### src/lpf_pkg.sv
package lpf_pkg;

  // ----------------------------------------------------------------
  // Bus map and register fields
  // ----------------------------------------------------------------
  localparam logic [7:0] CTRL_OFF = 8'h00;
  localparam logic [7:0] IND_OFF = 8'h04;
  localparam int CTRL_START_BIT = 0;
  localparam int CTRL_FMT_BIT = 2;
  localparam int CTRL_IDX_LSB = 8;
  localparam logic [2:0] IDX_BYTES = 3'h0;
  localparam logic [2:0] IDX_LINES = 3'h1;
  localparam logic [2:0] IDX_SUFFIX = 3'h3;
  localparam logic [2:0] IDX_ADDR = 3'h4;
  localparam logic [2:0] IDX_COUNT = 3'h5;
  localparam logic [2:0] IDX_OPTS = 3'h6;
  localparam logic [2:0] IDX_PAGE = 3'h7;
  localparam logic [15:0] OPTS_WMASK = 16'hDF03;
  localparam logic [15:0] REG_RESET = 16'h0000;
  localparam logic [31:0] BUS_ZERO = 32'h0000_0000;

  // ----------------------------------------------------------------
  // Character codes and sizes
  // ----------------------------------------------------------------
  localparam logic [7:0] CHAR_CR = 8'h0D;
  localparam logic [7:0] CHAR_LF = 8'h0A;
  localparam logic [7:0] CHAR_FF = 8'h0C;
  localparam logic [7:0] CHAR_SPACE = 8'h20;
  localparam int FIFO_DEPTH = 16;
  localparam int ADDR_W = 18;

  // ----------------------------------------------------------------
  // Types
  // ----------------------------------------------------------------
  typedef struct packed {
    logic caseConv;
    logic tabInhibit;
    logic rsvd13;
    logic lineWrap;
    logic vertFmtUnitPresent;
    logic npAccept;
    logic ffKeep;
    logic autoCrBit;
    logic [5:0] unused;
    logic [1:0] addrHigh;
  } lpf_opts_t;

  typedef struct packed {
    logic [7:0] code;
    logic [7:0] count;
  } lpf_affix_t;

  typedef struct packed {
    logic [7:0] width;
    logic [7:0] lines;
  } lpf_page_t;

  typedef enum logic [1:0] {
    ST_IDLE = 2'b00,
    ST_RUN = 2'b01,
    ST_SUFFIX = 2'b10,
    ST_DRAIN = 2'b11
  } lpf_state_t;

endpackage

### src/lpf_fifo.sv
module lpf_fifo import lpf_pkg::*; #(
  parameter int WIDTH = 8,
  parameter int DEPTH = FIFO_DEPTH
) (
  // Clock and reset.
  input wire logic clk,
  input wire logic reset,
  // Fill side.
  input wire logic inValid,
  output logic inReady,
  input wire logic [WIDTH-1:0] inData,
  // Drain side.
  output logic outValid,
  input wire logic outReady,
  output logic [WIDTH-1:0] outData
);

  localparam int PW = $clog2(DEPTH);

  logic [WIDTH-1:0] mem [DEPTH];
  logic [PW:0] wrPtr_q;
  logic [PW:0] rdPtr_q;

  // Extra pointer bit tells full from empty when the indices meet.
  wire logic sameIdx = wrPtr_q[PW-1:0] == rdPtr_q[PW-1:0];
  wire logic isFull = sameIdx && (wrPtr_q[PW] != rdPtr_q[PW]);
  wire logic isEmpty = wrPtr_q == rdPtr_q;
  wire logic doPush = inValid && !isFull;
  wire logic doPop = outReady && !isEmpty;

  assign inReady = !isFull;
  assign outValid = !isEmpty;
  assign outData = mem[rdPtr_q[PW-1:0]];

  // Storage is written without reset; only the pointers carry state.
  always_ff @(posedge clk) begin
    if (doPush) begin
      mem[wrPtr_q[PW-1:0]] <= inData;
    end
  end

  // Pointer advance.
  always_ff @(posedge clk or posedge reset) begin
    if (reset) begin
      wrPtr_q <= '0;
      rdPtr_q <= '0;
    end else begin
      wrPtr_q <= wrPtr_q + (PW+1)'(doPush);
      rdPtr_q <= rdPtr_q + (PW+1)'(doPop);
    end
  end

endmodule

### src/lpf_dma_fetch.sv
module lpf_dma_fetch import lpf_pkg::*; (
  // Clock and reset.
  input wire logic clk,
  input wire logic reset,
  // Start of a buffer.
  input wire logic start,
  input wire logic [ADDR_W-1:0] addrInit,
  input wire logic [15:0] cntInit,
  // Host memory read port.
  output logic dmaReq,
  output logic [ADDR_W-1:0] dmaAddr,
  input wire logic dmaAck,
  input wire logic [7:0] dmaData,
  // Towards the buffer.
  output logic pushValid,
  input wire logic pushReady,
  output logic [7:0] pushData,
  output logic busy
);

  logic req_q;
  logic busy_q;
  logic [ADDR_W-1:0] addr_q;
  logic [15:0] cnt_q;

  // The count is negative; each fetch steps it toward zero.
  wire logic [15:0] cntNext = cnt_q + 16'h0001;
  wire logic fetched = req_q && dmaAck;

  assign dmaReq = req_q;
  assign dmaAddr = addr_q;
  assign pushValid = fetched;
  assign pushData = dmaData;
  assign busy = busy_q;

  // A request only goes out with room reserved, so the push never stalls.
  always_ff @(posedge clk or posedge reset) begin
    if (reset) begin
      req_q <= 1'b0;
      busy_q <= 1'b0;
      addr_q <= '0;
      cnt_q <= REG_RESET;
    end else if (start) begin
      busy_q <= cntInit != REG_RESET;
      addr_q <= addrInit;
      cnt_q <= cntInit;
    end else if (fetched) begin
      req_q <= 1'b0;
      addr_q <= addr_q + ADDR_W'(1);
      cnt_q <= cntNext;
      busy_q <= cntNext != REG_RESET;
    end else if (busy_q && pushReady) begin
      req_q <= 1'b1;
    end
  end

endmodule

### src/lpf_formatter.sv
// Design decisions made here: the register addresses and register access over Wishbone.
module lpf_formatter import lpf_pkg::*; (
  // Clock and reset.
  input wire logic clk,
  input wire logic reset,
  // Classic Wishbone slave.
  input wire logic wb_cyc_i,
  input wire logic wb_stb_i,
  input wire logic wb_we_i,
  input wire logic [7:0] wb_adr_i,
  input wire logic [31:0] wb_dat_i,
  input wire logic [3:0] wb_sel_i,
  output logic [31:0] wb_dat_o,
  output logic wb_ack_o,
  // Host memory read port.
  output logic dmaReq,
  output logic [ADDR_W-1:0] dmaAddr,
  input wire logic dmaAck,
  input wire logic [7:0] dmaData,
  // Printer character stream.
  output logic prtValid,
  input wire logic prtReady,
  output logic [7:0] prtData,
  output logic printDone
);

  // ----------------------------------------------------------------
  // Helpers
  // ----------------------------------------------------------------

  // Byte-lane merge for the 16-bit registers.
  function automatic logic [15:0] laneMerge(input logic [15:0] old,
      input logic [15:0] wdat, input logic [1:0] sel);
    laneMerge = {sel[1] ? wdat[15:8] : old[15:8], sel[0] ? wdat[7:0] : old[7:0]};
  endfunction

  // Word-address match, ignoring the byte offset bits.
  function automatic logic hitOff(input logic [7:0] adr, input logic [7:0] off);
    hitOff = adr[7:2] == off[7:2];
  endfunction

  // ----------------------------------------------------------------
  // Register storage and bus decode
  // ----------------------------------------------------------------

  logic ack_q;
  logic [31:0] rdat_q;
  logic fmtOn_q;
  logic [2:0] index_q;
  logic done_q;
  logic [15:0] cfg_q [2:7];
  logic [15:0] bytesTx_q;
  logic [15:0] lineCnt_q;
  lpf_state_t state_q;
  lpf_state_t state_d;

  // Named views of the configuration words.
  lpf_affix_t suffix;
  lpf_opts_t opts;
  lpf_page_t page;
  assign suffix = lpf_affix_t'(cfg_q[IDX_SUFFIX]);
  assign opts = lpf_opts_t'(cfg_q[IDX_OPTS]);
  assign page = lpf_page_t'(cfg_q[IDX_PAGE]);

  // Ack follows a request by one cycle; writes land on the ack edge the master sees.
  wire logic busReq = wb_cyc_i && wb_stb_i && !ack_q;
  wire logic wrReq = wb_cyc_i && wb_stb_i && wb_we_i && ack_q;
  wire logic ctrlHit = hitOff(wb_adr_i, CTRL_OFF);
  wire logic indHit = hitOff(wb_adr_i, IND_OFF);
  wire logic ctrlWr = wrReq && ctrlHit;
  wire logic indWr = wrReq && indHit;
  wire logic busy = state_q != ST_IDLE;
  wire logic startReq = ctrlWr && wb_sel_i[0] && wb_dat_i[CTRL_START_BIT];
  wire logic start = startReq && !busy;
  wire logic [15:0] wLow = wb_dat_i[15:0];

  // Control word view: index, done, format control and busy.
  wire logic [15:0] ctrlView = {5'h00, index_q, done_q, 4'h0, fmtOn_q, 1'b0, busy};

  // The index picks the indirect word that the second slot reaches.
  logic [15:0] indView;
  always_comb begin
    unique case (index_q)
      IDX_BYTES: indView = bytesTx_q;
      IDX_LINES: indView = lineCnt_q;
      default: indView = cfg_q[index_q];
    endcase
  end

  // Unmapped words read as zero and ignore writes.
  wire logic [31:0] rdSel = ctrlHit ? {16'h0000, ctrlView} :
                            indHit ? {16'h0000, indView} : BUS_ZERO;

  // Bus answer.
  always_ff @(posedge clk or posedge reset) begin
    if (reset) begin
      ack_q <= 1'b0;
      rdat_q <= BUS_ZERO;
    end else begin
      ack_q <= busReq;
      rdat_q <= rdSel;
    end
  end

  // Control word: the index and format bit freeze while a buffer runs.
  always_ff @(posedge clk or posedge reset) begin
    if (reset) begin
      fmtOn_q <= 1'b0;
      index_q <= IDX_BYTES;
    end else if (ctrlWr && !busy) begin
      if (wb_sel_i[0]) begin
        fmtOn_q <= wb_dat_i[CTRL_FMT_BIT];
      end
      if (wb_sel_i[1]) begin
        index_q <= wb_dat_i[CTRL_IDX_LSB +: 3];
      end
    end
  end

  // Writable indirect words; counters 0 and 1 belong to the hardware.
  always_ff @(posedge clk or posedge reset) begin
    if (reset) begin
      for (int i = 2; i <= 7; i++) begin
        cfg_q[i] <= REG_RESET;
      end
    end else if (indWr && index_q >= 3'h2) begin
      cfg_q[index_q] <= laneMerge(cfg_q[index_q], wLow, wb_sel_i[1:0]) &
                        ((index_q == IDX_OPTS) ? OPTS_WMASK : 16'hFFFF);
    end
  end

  assign wb_ack_o = ack_q;
  assign wb_dat_o = rdat_q;

  // ----------------------------------------------------------------
  // Fetch engine and buffer
  // ----------------------------------------------------------------

  logic pushValid;
  logic pushReady;
  logic [7:0] pushData;
  logic fetchBusy;
  logic popValid;
  logic popReady;
  logic [7:0] popData;

  lpf_dma_fetch u_fetch (
    .clk(clk),
    .reset(reset),
    .start(start),
    .addrInit({opts.addrHigh, cfg_q[IDX_ADDR]}),
    .cntInit(cfg_q[IDX_COUNT]),
    .dmaReq(dmaReq),
    .dmaAddr(dmaAddr),
    .dmaAck(dmaAck),
    .dmaData(dmaData),
    .pushValid(pushValid),
    .pushReady(pushReady),
    .pushData(pushData),
    .busy(fetchBusy)
  );

  lpf_fifo #(.WIDTH(8), .DEPTH(FIFO_DEPTH)) u_fifo (
    .clk(clk),
    .reset(reset),
    .inValid(pushValid),
    .inReady(pushReady),
    .inData(pushData),
    .outValid(popValid),
    .outReady(popReady),
    .outData(popData)
  );

  // ----------------------------------------------------------------
  // Character formatting
  // ----------------------------------------------------------------

  logic pendCr_q, pendCr_d;
  logic pendChar_q, pendChar_d;
  logic heldCr_q, heldCr_d;
  logic [7:0] lfLeft_q, lfLeft_d;
  logic [7:0] char_q, char_d;
  logic [7:0] sfxLeft_q, sfxLeft_d;
  logic [7:0] col_q;
  logic [7:0] linePos_q;
  logic prtValid_q;
  logic [7:0] prtData_q;

  // Pending output leaves in the order CR, line feeds, then the character.
  wire logic haveWork = pendCr_q || (lfLeft_q != 8'h00) || pendChar_q;
  wire logic emitFree = !prtValid_q || prtReady;
  wire logic doEmit = emitFree && haveWork;
  wire logic [7:0] emitByte = pendCr_q ? CHAR_CR :
                              (lfLeft_q != 8'h00) ? CHAR_LF : char_q;
  wire logic takeIn = (state_q == ST_RUN) && !haveWork && popValid;
  assign popReady = takeIn;

  // Classification of the incoming character.
  wire logic isCr = popData == CHAR_CR;
  wire logic isLf = popData == CHAR_LF;
  wire logic isFf = popData == CHAR_FF;
  wire logic nonPrint = popData[7];
  wire logic printable = !nonPrint && (popData >= CHAR_SPACE);
  wire logic autoCr = !opts.autoCrBit;
  // Nonprintables pass when accepted or when the vertical format unit is present.
  wire logic dropIt = nonPrint && !opts.npAccept && !opts.vertFmtUnitPresent;
  wire logic overWidth = (page.width != 8'h00) && (col_q >= page.width);
  wire logic wrapNow = opts.lineWrap && printable && overWidth;
  wire logic [7:0] toTop = (page.lines > linePos_q) ?
                           8'(page.lines - linePos_q) : 8'h01;
  wire logic dataDone = !fetchBusy && !popValid && !haveWork;

  // Next-state logic of the formatter; the bus reaches these through start and through the configuration words, which stay writable mid-buffer.
  always_comb begin
    state_d = state_q;
    pendCr_d = pendCr_q;
    pendChar_d = pendChar_q;
    heldCr_d = heldCr_q;
    lfLeft_d = lfLeft_q;
    char_d = char_q;
    sfxLeft_d = sfxLeft_q;
    if (doEmit) begin
      if (pendCr_q) begin
        pendCr_d = 1'b0;
      end else if (lfLeft_q != 8'h00) begin
        lfLeft_d = lfLeft_q - 8'h01;
      end else begin
        pendChar_d = 1'b0;
      end
    end
    unique case (state_q)
      ST_IDLE: begin
        if (start) begin
          state_d = ST_RUN;
          heldCr_d = 1'b0;
        end
      end
      ST_RUN: begin
        if (takeIn && !fmtOn_q) begin
          pendChar_d = 1'b1;
          char_d = popData;
        end else if (takeIn && dropIt) begin
          pendChar_d = 1'b0;
        end else if (takeIn && isCr && autoCr) begin
          // Hold the CR until the next character shows whether to strip it.
          heldCr_d = 1'b1;
          pendCr_d = heldCr_q;
        end else if (takeIn && (isLf || isFf)) begin
          heldCr_d = 1'b0;
          pendCr_d = autoCr;
          if (isFf && !opts.ffKeep) begin
            lfLeft_d = toTop;
          end else begin
            pendChar_d = 1'b1;
            char_d = popData;
          end
        end else if (takeIn) begin
          heldCr_d = 1'b0;
          pendCr_d = heldCr_q || (wrapNow && autoCr);
          lfLeft_d = {7'h00, wrapNow};
          pendChar_d = 1'b1;
          char_d = popData;
        end else if (dataDone && heldCr_q) begin
          // A CR left at the very end of the data is still printed.
          heldCr_d = 1'b0;
          pendCr_d = 1'b1;
        end else if (dataDone) begin
          state_d = ST_SUFFIX;
          sfxLeft_d = fmtOn_q ? suffix.count : 8'h00;
        end
      end
      ST_SUFFIX: begin
        if (!haveWork && sfxLeft_q == 8'h00) begin
          state_d = ST_DRAIN;
        end else if (!haveWork) begin
          sfxLeft_d = sfxLeft_q - 8'h01;
          if (suffix.code == 8'h00) begin
            pendCr_d = opts.autoCrBit;
            lfLeft_d = 8'h01;
          end else begin
            pendChar_d = 1'b1;
            char_d = suffix.code;
          end
        end
      end
      ST_DRAIN: begin
        // Done only once the last byte has been taken by the printer.
        if (!prtValid_q || prtReady) begin
          state_d = ST_IDLE;
        end
      end
    endcase
  end

  // Formatter state.
  always_ff @(posedge clk or posedge reset) begin
    if (reset) begin
      state_q <= ST_IDLE;
      pendCr_q <= 1'b0;
      pendChar_q <= 1'b0;
      heldCr_q <= 1'b0;
      lfLeft_q <= 8'h00;
      char_q <= 8'h00;
      sfxLeft_q <= 8'h00;
    end else begin
      state_q <= state_d;
      pendCr_q <= pendCr_d;
      pendChar_q <= pendChar_d;
      heldCr_q <= heldCr_d;
      lfLeft_q <= lfLeft_d;
      char_q <= char_d;
      sfxLeft_q <= sfxLeft_d;
    end
  end

  // Output register towards the printer.
  always_ff @(posedge clk or posedge reset) begin
    if (reset) begin
      prtValid_q <= 1'b0;
      prtData_q <= 8'h00;
    end else if (doEmit) begin
      prtValid_q <= 1'b1;
      prtData_q <= emitByte;
    end else if (prtReady) begin
      prtValid_q <= 1'b0;
    end
  end

  // ----------------------------------------------------------------
  // Position tracking and counters
  // ----------------------------------------------------------------

  wire logic emitCr = doEmit && emitByte == CHAR_CR;
  wire logic emitLf = doEmit && emitByte == CHAR_LF;
  wire logic emitFf = doEmit && emitByte == CHAR_FF;
  wire logic emitText = doEmit && !emitByte[7] && emitByte >= CHAR_SPACE;
  wire logic lastLine = (page.lines != 8'h00) && (linePos_q + 8'h01 >= page.lines);

  // Column and line within the page follow what the printer was sent.
  always_ff @(posedge clk or posedge reset) begin
    if (reset) begin
      col_q <= 8'h00;
      linePos_q <= 8'h00;
    end else begin
      if (emitCr) begin
        col_q <= 8'h00;
      end else if (emitText && col_q != 8'hFF) begin
        col_q <= col_q + 8'h01;
      end
      if (emitFf || (emitLf && lastLine)) begin
        linePos_q <= 8'h00;
      end else if (emitLf) begin
        linePos_q <= linePos_q + 8'h01;
      end
    end
  end

  // Counters restart with each buffer; the done flag marks completion.
  always_ff @(posedge clk or posedge reset) begin
    if (reset) begin
      bytesTx_q <= REG_RESET;
      lineCnt_q <= REG_RESET;
      done_q <= 1'b0;
    end else if (start) begin
      bytesTx_q <= REG_RESET;
      lineCnt_q <= REG_RESET;
      done_q <= 1'b0;
    end else begin
      if (fmtOn_q ? doEmit : pushValid) begin
        bytesTx_q <= bytesTx_q + 16'h0001;
      end
      if (emitLf) begin
        lineCnt_q <= lineCnt_q + 16'h0001;
      end
      if (state_q == ST_DRAIN && state_d == ST_IDLE) begin
        done_q <= 1'b1;
      end
    end
  end

  assign prtValid = prtValid_q;
  assign prtData = prtData_q;
  assign printDone = done_q;

endmodule

### config.mk
export PLATFORM = sky130hd
export DESIGN_NAME = lpf_formatter
export DESIGN_NICKNAME = d
export VERILOG_FILES = /design/src/lpf_pkg.sv /design/src/lpf_fifo.sv /design/src/lpf_dma_fetch.sv /design/src/lpf_formatter.sv
export SDC_FILE = /design/constraint.sdc
export NUM_CORES = 1
export LEC_CHECK = 0
export ABC_AREA = 1
export BUFFER_PORTS_ARGS = -buffer_cell sky130_fd_sc_hd__buf_2
export CELL_PAD_IN_SITES_DETAIL_PLACEMENT = 0
export CELL_PAD_IN_SITES_GLOBAL_PLACEMENT = 2
export CORE_MARGIN = 4
export CORE_UTILIZATION = 40
export DETAILED_ROUTE_END_ITERATION = 6
export PLACE_DENSITY_LB_ADDON = 0.1
export SYNTH_ARGS = -nofsm -noshare
export SYNTH_HDL_FRONTEND = slang
export SYNTH_SLANG_ARGS = --single-unit
### constraint.sdc
create_clock -name clk -period 24 [get_ports clk]
set_input_delay 4.8 -clock clk [delete_from_list [all_inputs] [get_ports clk]]
set_output_delay 4.8 -clock clk [all_outputs]
set_load 0.02 [all_outputs]
# ---- After elaboration in Yosys (flattened, before gate mapping)
# Memory sizes are Yosys's and may differ from the RTL's.
# Index checks and enable logic that the tools add are counted.
dict set report word_totals {
  register_bits 250
  latch_bits 0
  ram_bits 128
  rom_bits 0
  out_inout_bits 62
  n_memories 1
}
dict set report op_classes {
  addsub 11
  mul 0
  div 0
  n_lt_le_gt_ge 8
  eq_ne 32
  shift 0
  muxes 115
  bitwise 3
  reduce_logical 94
}
# memory depth width rd rd_ports_with_merged_regs wr line
set memory_table {}
lappend memory_table {u_fifo.mem 16 8 1 0 1 lpf_fifo.sv:20} ;# logic [WIDTH-1:0] mem [DEPTH];
# op n
set op_table {}
lappend op_table {{$mux W8} 40}
lappend op_table {{$mux W16} 11}
lappend op_table {{$bwmux W96} 1}
lappend op_table {{$add A16 B1 Y16 const B} 3}
lappend op_table {{$bmux W16 S3} 1}
lappend op_table {{$demux W16 S3} 1}
lappend op_table {{$eq A8 B4 Y1 const B} 6}
lappend op_table {{$pmux W8 S2} 3}
lappend op_table {{$logic_and A1 B1 Y1} 46}
lappend op_table {{$mux W1} 40}
lappend op_table {{$mux W18} 2}
lappend op_table {{$pmux W16 S2} 1}
lappend op_table {{$reduce_bool A16 Y1} 2}
lappend op_table {{$reduce_bool A8 Y1} 3}
lappend op_table {{$ne A2 B2 Y1 const B} 11}
lappend op_table {{$reduce_bool A2 Y1} 11}
lappend op_table {{$mux W2} 10}
lappend op_table {{$add A18 B1 Y18 const B} 1}
lappend op_table {{$add A8 B1 Y8 const B} 2}
lappend op_table {{$and A16 B16 Y16} 1}
lappend op_table {{$ge A8 B6 Y1 const B} 2}
lappend op_table {{$ge A8 B8 Y1} 2}
lappend op_table {{$logic_not A8 Y1} 2}
lappend op_table {{$sub A8 B1 Y8 const B} 2}
lappend op_table {{33 further kinds} 59}

# ---- Logic depth before layout (Yosys ltp)
dict set report logic_depth {
  ltp_word 17
  depth_mapped 22
  mapped_depth_nobuf 20
}

# ---- Cells and area by module
# Synthesis repeated with hierarchy kept, for this count alone.
dict set report hier_totals {
  hier_cells 2497
  hier_area_um2 20251.9
}
# mod n_inst cells_each area_per_inst_um2
set by_module_without_submodules {}
lappend by_module_without_submodules {lpf_formatter 1 1515 11641.2}
lappend by_module_without_submodules {lpf_fifo 1 645 6227.2}
lappend by_module_without_submodules {lpf_dma_fetch 1 337 2383.5}

# ---- Worst setup path before layout
# OpenSTA, ideal clock, no wires.
dict set report synth_timing {
  path_type {input-to-reg}
  start {input port wb_adr_i[5]}
  end {register u_fetch.addr_q[9] (netlist: u_fetch.dmaAddr[9])}
  setup_ps 138
  t_arrival_ps 6244
  t_required_ps 23862
  slack_ps 17618
  cell_stages 9
  path_buffers 1
  path_cell_list {nor2_1 nand3_1 nor2_1 nand3_1 nand2_1 clkinv_1 clkbuf_1 nand2_1 o211ai_1}
}
dict set report synth_between {
  elab_chain_cells 6
  elab_cells_between_ends 7
}
# item line
set synth_lines {}
lappend synth_lines {{from (decl)} lpf_formatter.sv:10} ;# input wire logic [7:0] wb_adr_i,
lappend synth_lines {{$logic_not A6 Y1 *} lpf_formatter.sv:39} ;# hitOff = adr[7:2] == off[7:2];
lappend synth_lines {{$logic_and A1 B1 Y1 *} lpf_formatter.sv:70} ;# wire logic ctrlWr = wrReq && ctrlHit;
lappend synth_lines {{$logic_and A1 B1 Y1 * (2 in a row)} lpf_formatter.sv:73} ;# wire logic startReq = ctrlWr && wb_sel_i[0] && wb_dat_i[CTRL_START_BIT];
lappend synth_lines {{$logic_and A1 B1 Y1 *} lpf_formatter.sv:74} ;# wire logic start = startReq && !busy;
lappend synth_lines {{$mux W18 / $reduce_bool A2 Y1 (equally long branches)} --}
lappend synth_lines {{to (signal assigned)} lpf_dma_fetch.sv:45} ;# addr_q <= addrInit;
lappend synth_lines {{to (signal assigned)} lpf_dma_fetch.sv:49} ;# addr_q <= addr_q + ADDR_W'(1);
lappend synth_lines {{to (decl)} lpf_dma_fetch.sv:23} ;# logic [ADDR_W-1:0] addr_q;
# Every way passes the cells marked *; elsewhere a longest branch is shown, timed or not.
# A chain may end at the register's enable or synchronous reset.

# ---- Final worst setup path
dict set report layout_timing {
  start {input port wb_adr_i[5]}
  end {register u_fetch.addr_q[13] (netlist: u_fetch.dmaAddr[13])}
}
# The elaborated chain is that of the path after synthesis.

==> metrics <==
total vias in the final route=roughly 16000; largest net degree at the start of global routing=143; cell count after synthesis=2366; CTS tree=yes; I/O Pins=about 120; Placed Cells=around 3100; worst r2r dst=lfLeft_q[1]; top-count cell post-synth=nand2_1; cts hold-fix bufs=0; GP Congestion=0.833; Max Clock Freq=138 MHz; routed len/inst=between 15 and 20 um; Critical Path Fanout Max=25; HP Class=reg -> reg; FILL cells=around 5000; # DRC=0; R2R Path Start=u_fifo.rdPtr_q[0]; launch point of the worst path=wb_adr_i[5]; outcome=completed; fin crit share=30.1%; Reg2Reg Depth=18; Root Buffer=clkbuf_16; Setup Fix Bufs, Post-CTS=0; row count=81; MaxCap Viol Count=0; critical path's slowest cell=clkinv_1; number of synthesized flops with an enable pin=roughly 130; Synth cell types=59; setup skew after layout=roughly 26 ps; Synth top area share=approximately a third; initial antenna violation count=1; share of cells above drive strength 1=~9.3%; nets=2536; crit path capture=u_fetch.dmaAddr[13]; DRT antenna net count=0; Worst EP required=24410 ps; synth top area cells=dfrtp_1, edfxtp_1, nand2_1; total global-route track usage=21.7%; setup violators final=0; transition time of the tightest slew-check pin=about 1300 ps; ys async rst share=66.1%; Pwr Density=103 mW/mm^2; startpoint types=primary input; global route overflow=0; Tot Pwr=2.29 mW; Initial DRT Pass Iterations=6; post-route non-filler standard cell count=3132; IO Port Bufs=84; final hold violations=0; die height=230 um; die span in x=230 um; post-CTS sizing=0; cells along the critical path=buf_2, nor2_1, nand3_1, nor2_1, nand3_1, buf_4, nand2_1, clkinv_1, nand2_1, o311ai_0; # diodes=0; CTS Buf Count=45; Layout area overhead=12.7%; Synth Flop Type=dfrtp_1; Skew-Pair Late Insertion Delay=between 500 and 600 ps; vias in the first global route=15200; HPWL Detailed=between 40000 and 50000 um; CP peak stage delay=between 600 and 700 ps; R2R setup slack=~21000 ps; RSZ-0062 raised after global routing=false; Starting Density=40.4%; die area=0.0530 sq mm; Slew Limit Fails=0; Mean Syn Cell Area=about 8.3 sq um; number of DRC markers in iteration 0=1253; Placeable Area=0.0488 sq mm; Critical Path AT=7640 ps; Yosys top cell by area=dfrtp_1; overall routed net length=between 50000 and 60000 um; critical path class=in -> reg; Setup TNS=0 ps; clk slew on worst S/H paths=~60 ps; first-pass GRT wire length=around 90000 um; Crit. End Element=flip-flop; CTS H-tree depth=2; Mapped Area=0.0197 sq mm; minimum clock period=roughly 7200 ps; Seq/Total Area, Yosys=slightly above 50%; most frequent cells after synthesis=nand2_1, inv_1, dfrtp_1; via density per instance=approximately 5; Seq cells post-synth=approximately 380; yosys warns=0; VDD IR max=0.0000616 V; Max Root-Sink Buffers=3; Clock Sinks=around 380; max_slew headroom=~14%; total leakage power=10.6 nW
[registers in the layout, summed over array words and instances (netlist names), 2 cells and up]
| register | cells |
|---|---|
| char_q | 8 |
| prtData | 8 |
| suffix | 16 |
| wb_dat_o | 16 |
| u_fifo.rdPtr_q | 5 |
| u_fetch.dmaAddr | 18 |
| col_q | 8 |
| state_q | 2 |
| index_q | 3 |
| u_fetch.cnt_q | 16 |
| page | 16 |
| cfg_q | 48 |
| u_fifo.mem | 128 |
| linePos_q | 8 |
| lfLeft_q | 8 |
| lineCnt_q | 16 |
| sfxLeft_q | 8 |
| opts | 16 |
| bytesTx_q | 16 |
| u_fifo.wrPtr_q | 5 |
[worst min path at each step]
stage | startpoint | slack (ps) | cells past startpoint | to
6_report | wb_ack_o | 450 | 1 | wb_ack_o
2_1_floorplan | opts[14] | 450 | 2 | opts[14]
5_1_grt | wb_ack_o | 490 | 1 | wb_ack_o
4_1_cts | wb_ack_o | 460 | 1 | wb_ack_o
3_5_place_dp | wb_ack_o | 450 | 1 | wb_ack_o
3_3_place_gp | wb_ack_o | 440 | 1 | wb_ack_o
[layout by cell type, fill, tap and decap left out, types with 6 or more instances in the layout]
cell       count
a21oi_1       66
a221oi_1      15
a22oi_1        6
a31oi_1       19
buf_2         84
buf_4         15
bufinv_16      7
clkbuf_16     46
clkbuf_8       7
clkinv_1       6
clkinv_2      13
conb_1        16
dfrtp_1      249
edfxtp_1     128
ha_1          42
inv_1        309
inv_2         15
nand2_1      643
nand2_2        8
nand3_1      151
nand4_1       30
nor2_1       141
nor2_2         6
nor3_1        27
nor4_1        19
o211ai_1      22
o21a_1         6
o21ai_0      214
o21ai_1       16
o221ai_1       6
o22ai_1       21
xnor2_1       12
xor2_1        48
[through the flow]
stage	instance area (sq um)	hold slack (ps)	util [%]	setup WS, ps
finish	22300	451	45.6	16770
global route	22300	493	45.6	16530
CTS	22300	457	45.6	16700
detailed placement	20700	450	42.3	16090
global placement	20700	435	42.3	16140
floorplan	19800	448	-	12330
[worst max-delay path: cells and delay by family]
kind / cells / cell delay [ps]
buffers and inverters: 3 / 1040
AND/OR/NAND/NOR: 6 / 1630
AO/OA/AOI/OAI: 1 / 140
[routing by layer]
layer | wire (um) | global-route usage [%] | vias to the layer above
met5 | 0 | 0 | -
met3 | 2410 | 2.91 | 80
met1 | 27400 | 30.9 | 7641
met4 | 1290 | 5.69 | 0
met2 | 27000 | 35.0 | 317
li1 | - | - | 7896
[kinds of logic after synthesis]
family	after synthesis	share of synthesized area (%)
AO/OA/AOI/OAI	409	11.8
XOR/XNOR	60	2.66
adder cells (fa/ha/maj)	43	2.76
buffers and inverters	424	8.91
flip-flops	378	51.2
multiplexers	1	0.0507
other	1	0.0190
AND/OR/NAND/NOR	1050	22.7
[area by class of cell]
cell class	instances	area, sq um	share of cell area [%]
flip-flops and latches	378	10100	45.4
repair buffers	100	553	2.49
clock inverters	24	322	1.45
multi-input cells	1579	7940	35.7
well taps	664	831	3.73
inverters	330	1250	5.61
clock buffers	57	1260	5.67
[where the power goes]
part	switching [mW]	internal (mW)	total (mW)
sequential	0.0734	0.758	0.832
clock	0.277	0.447	0.725
combinational	0.511	0.220	0.731
(Power assumes the default switching activity.)
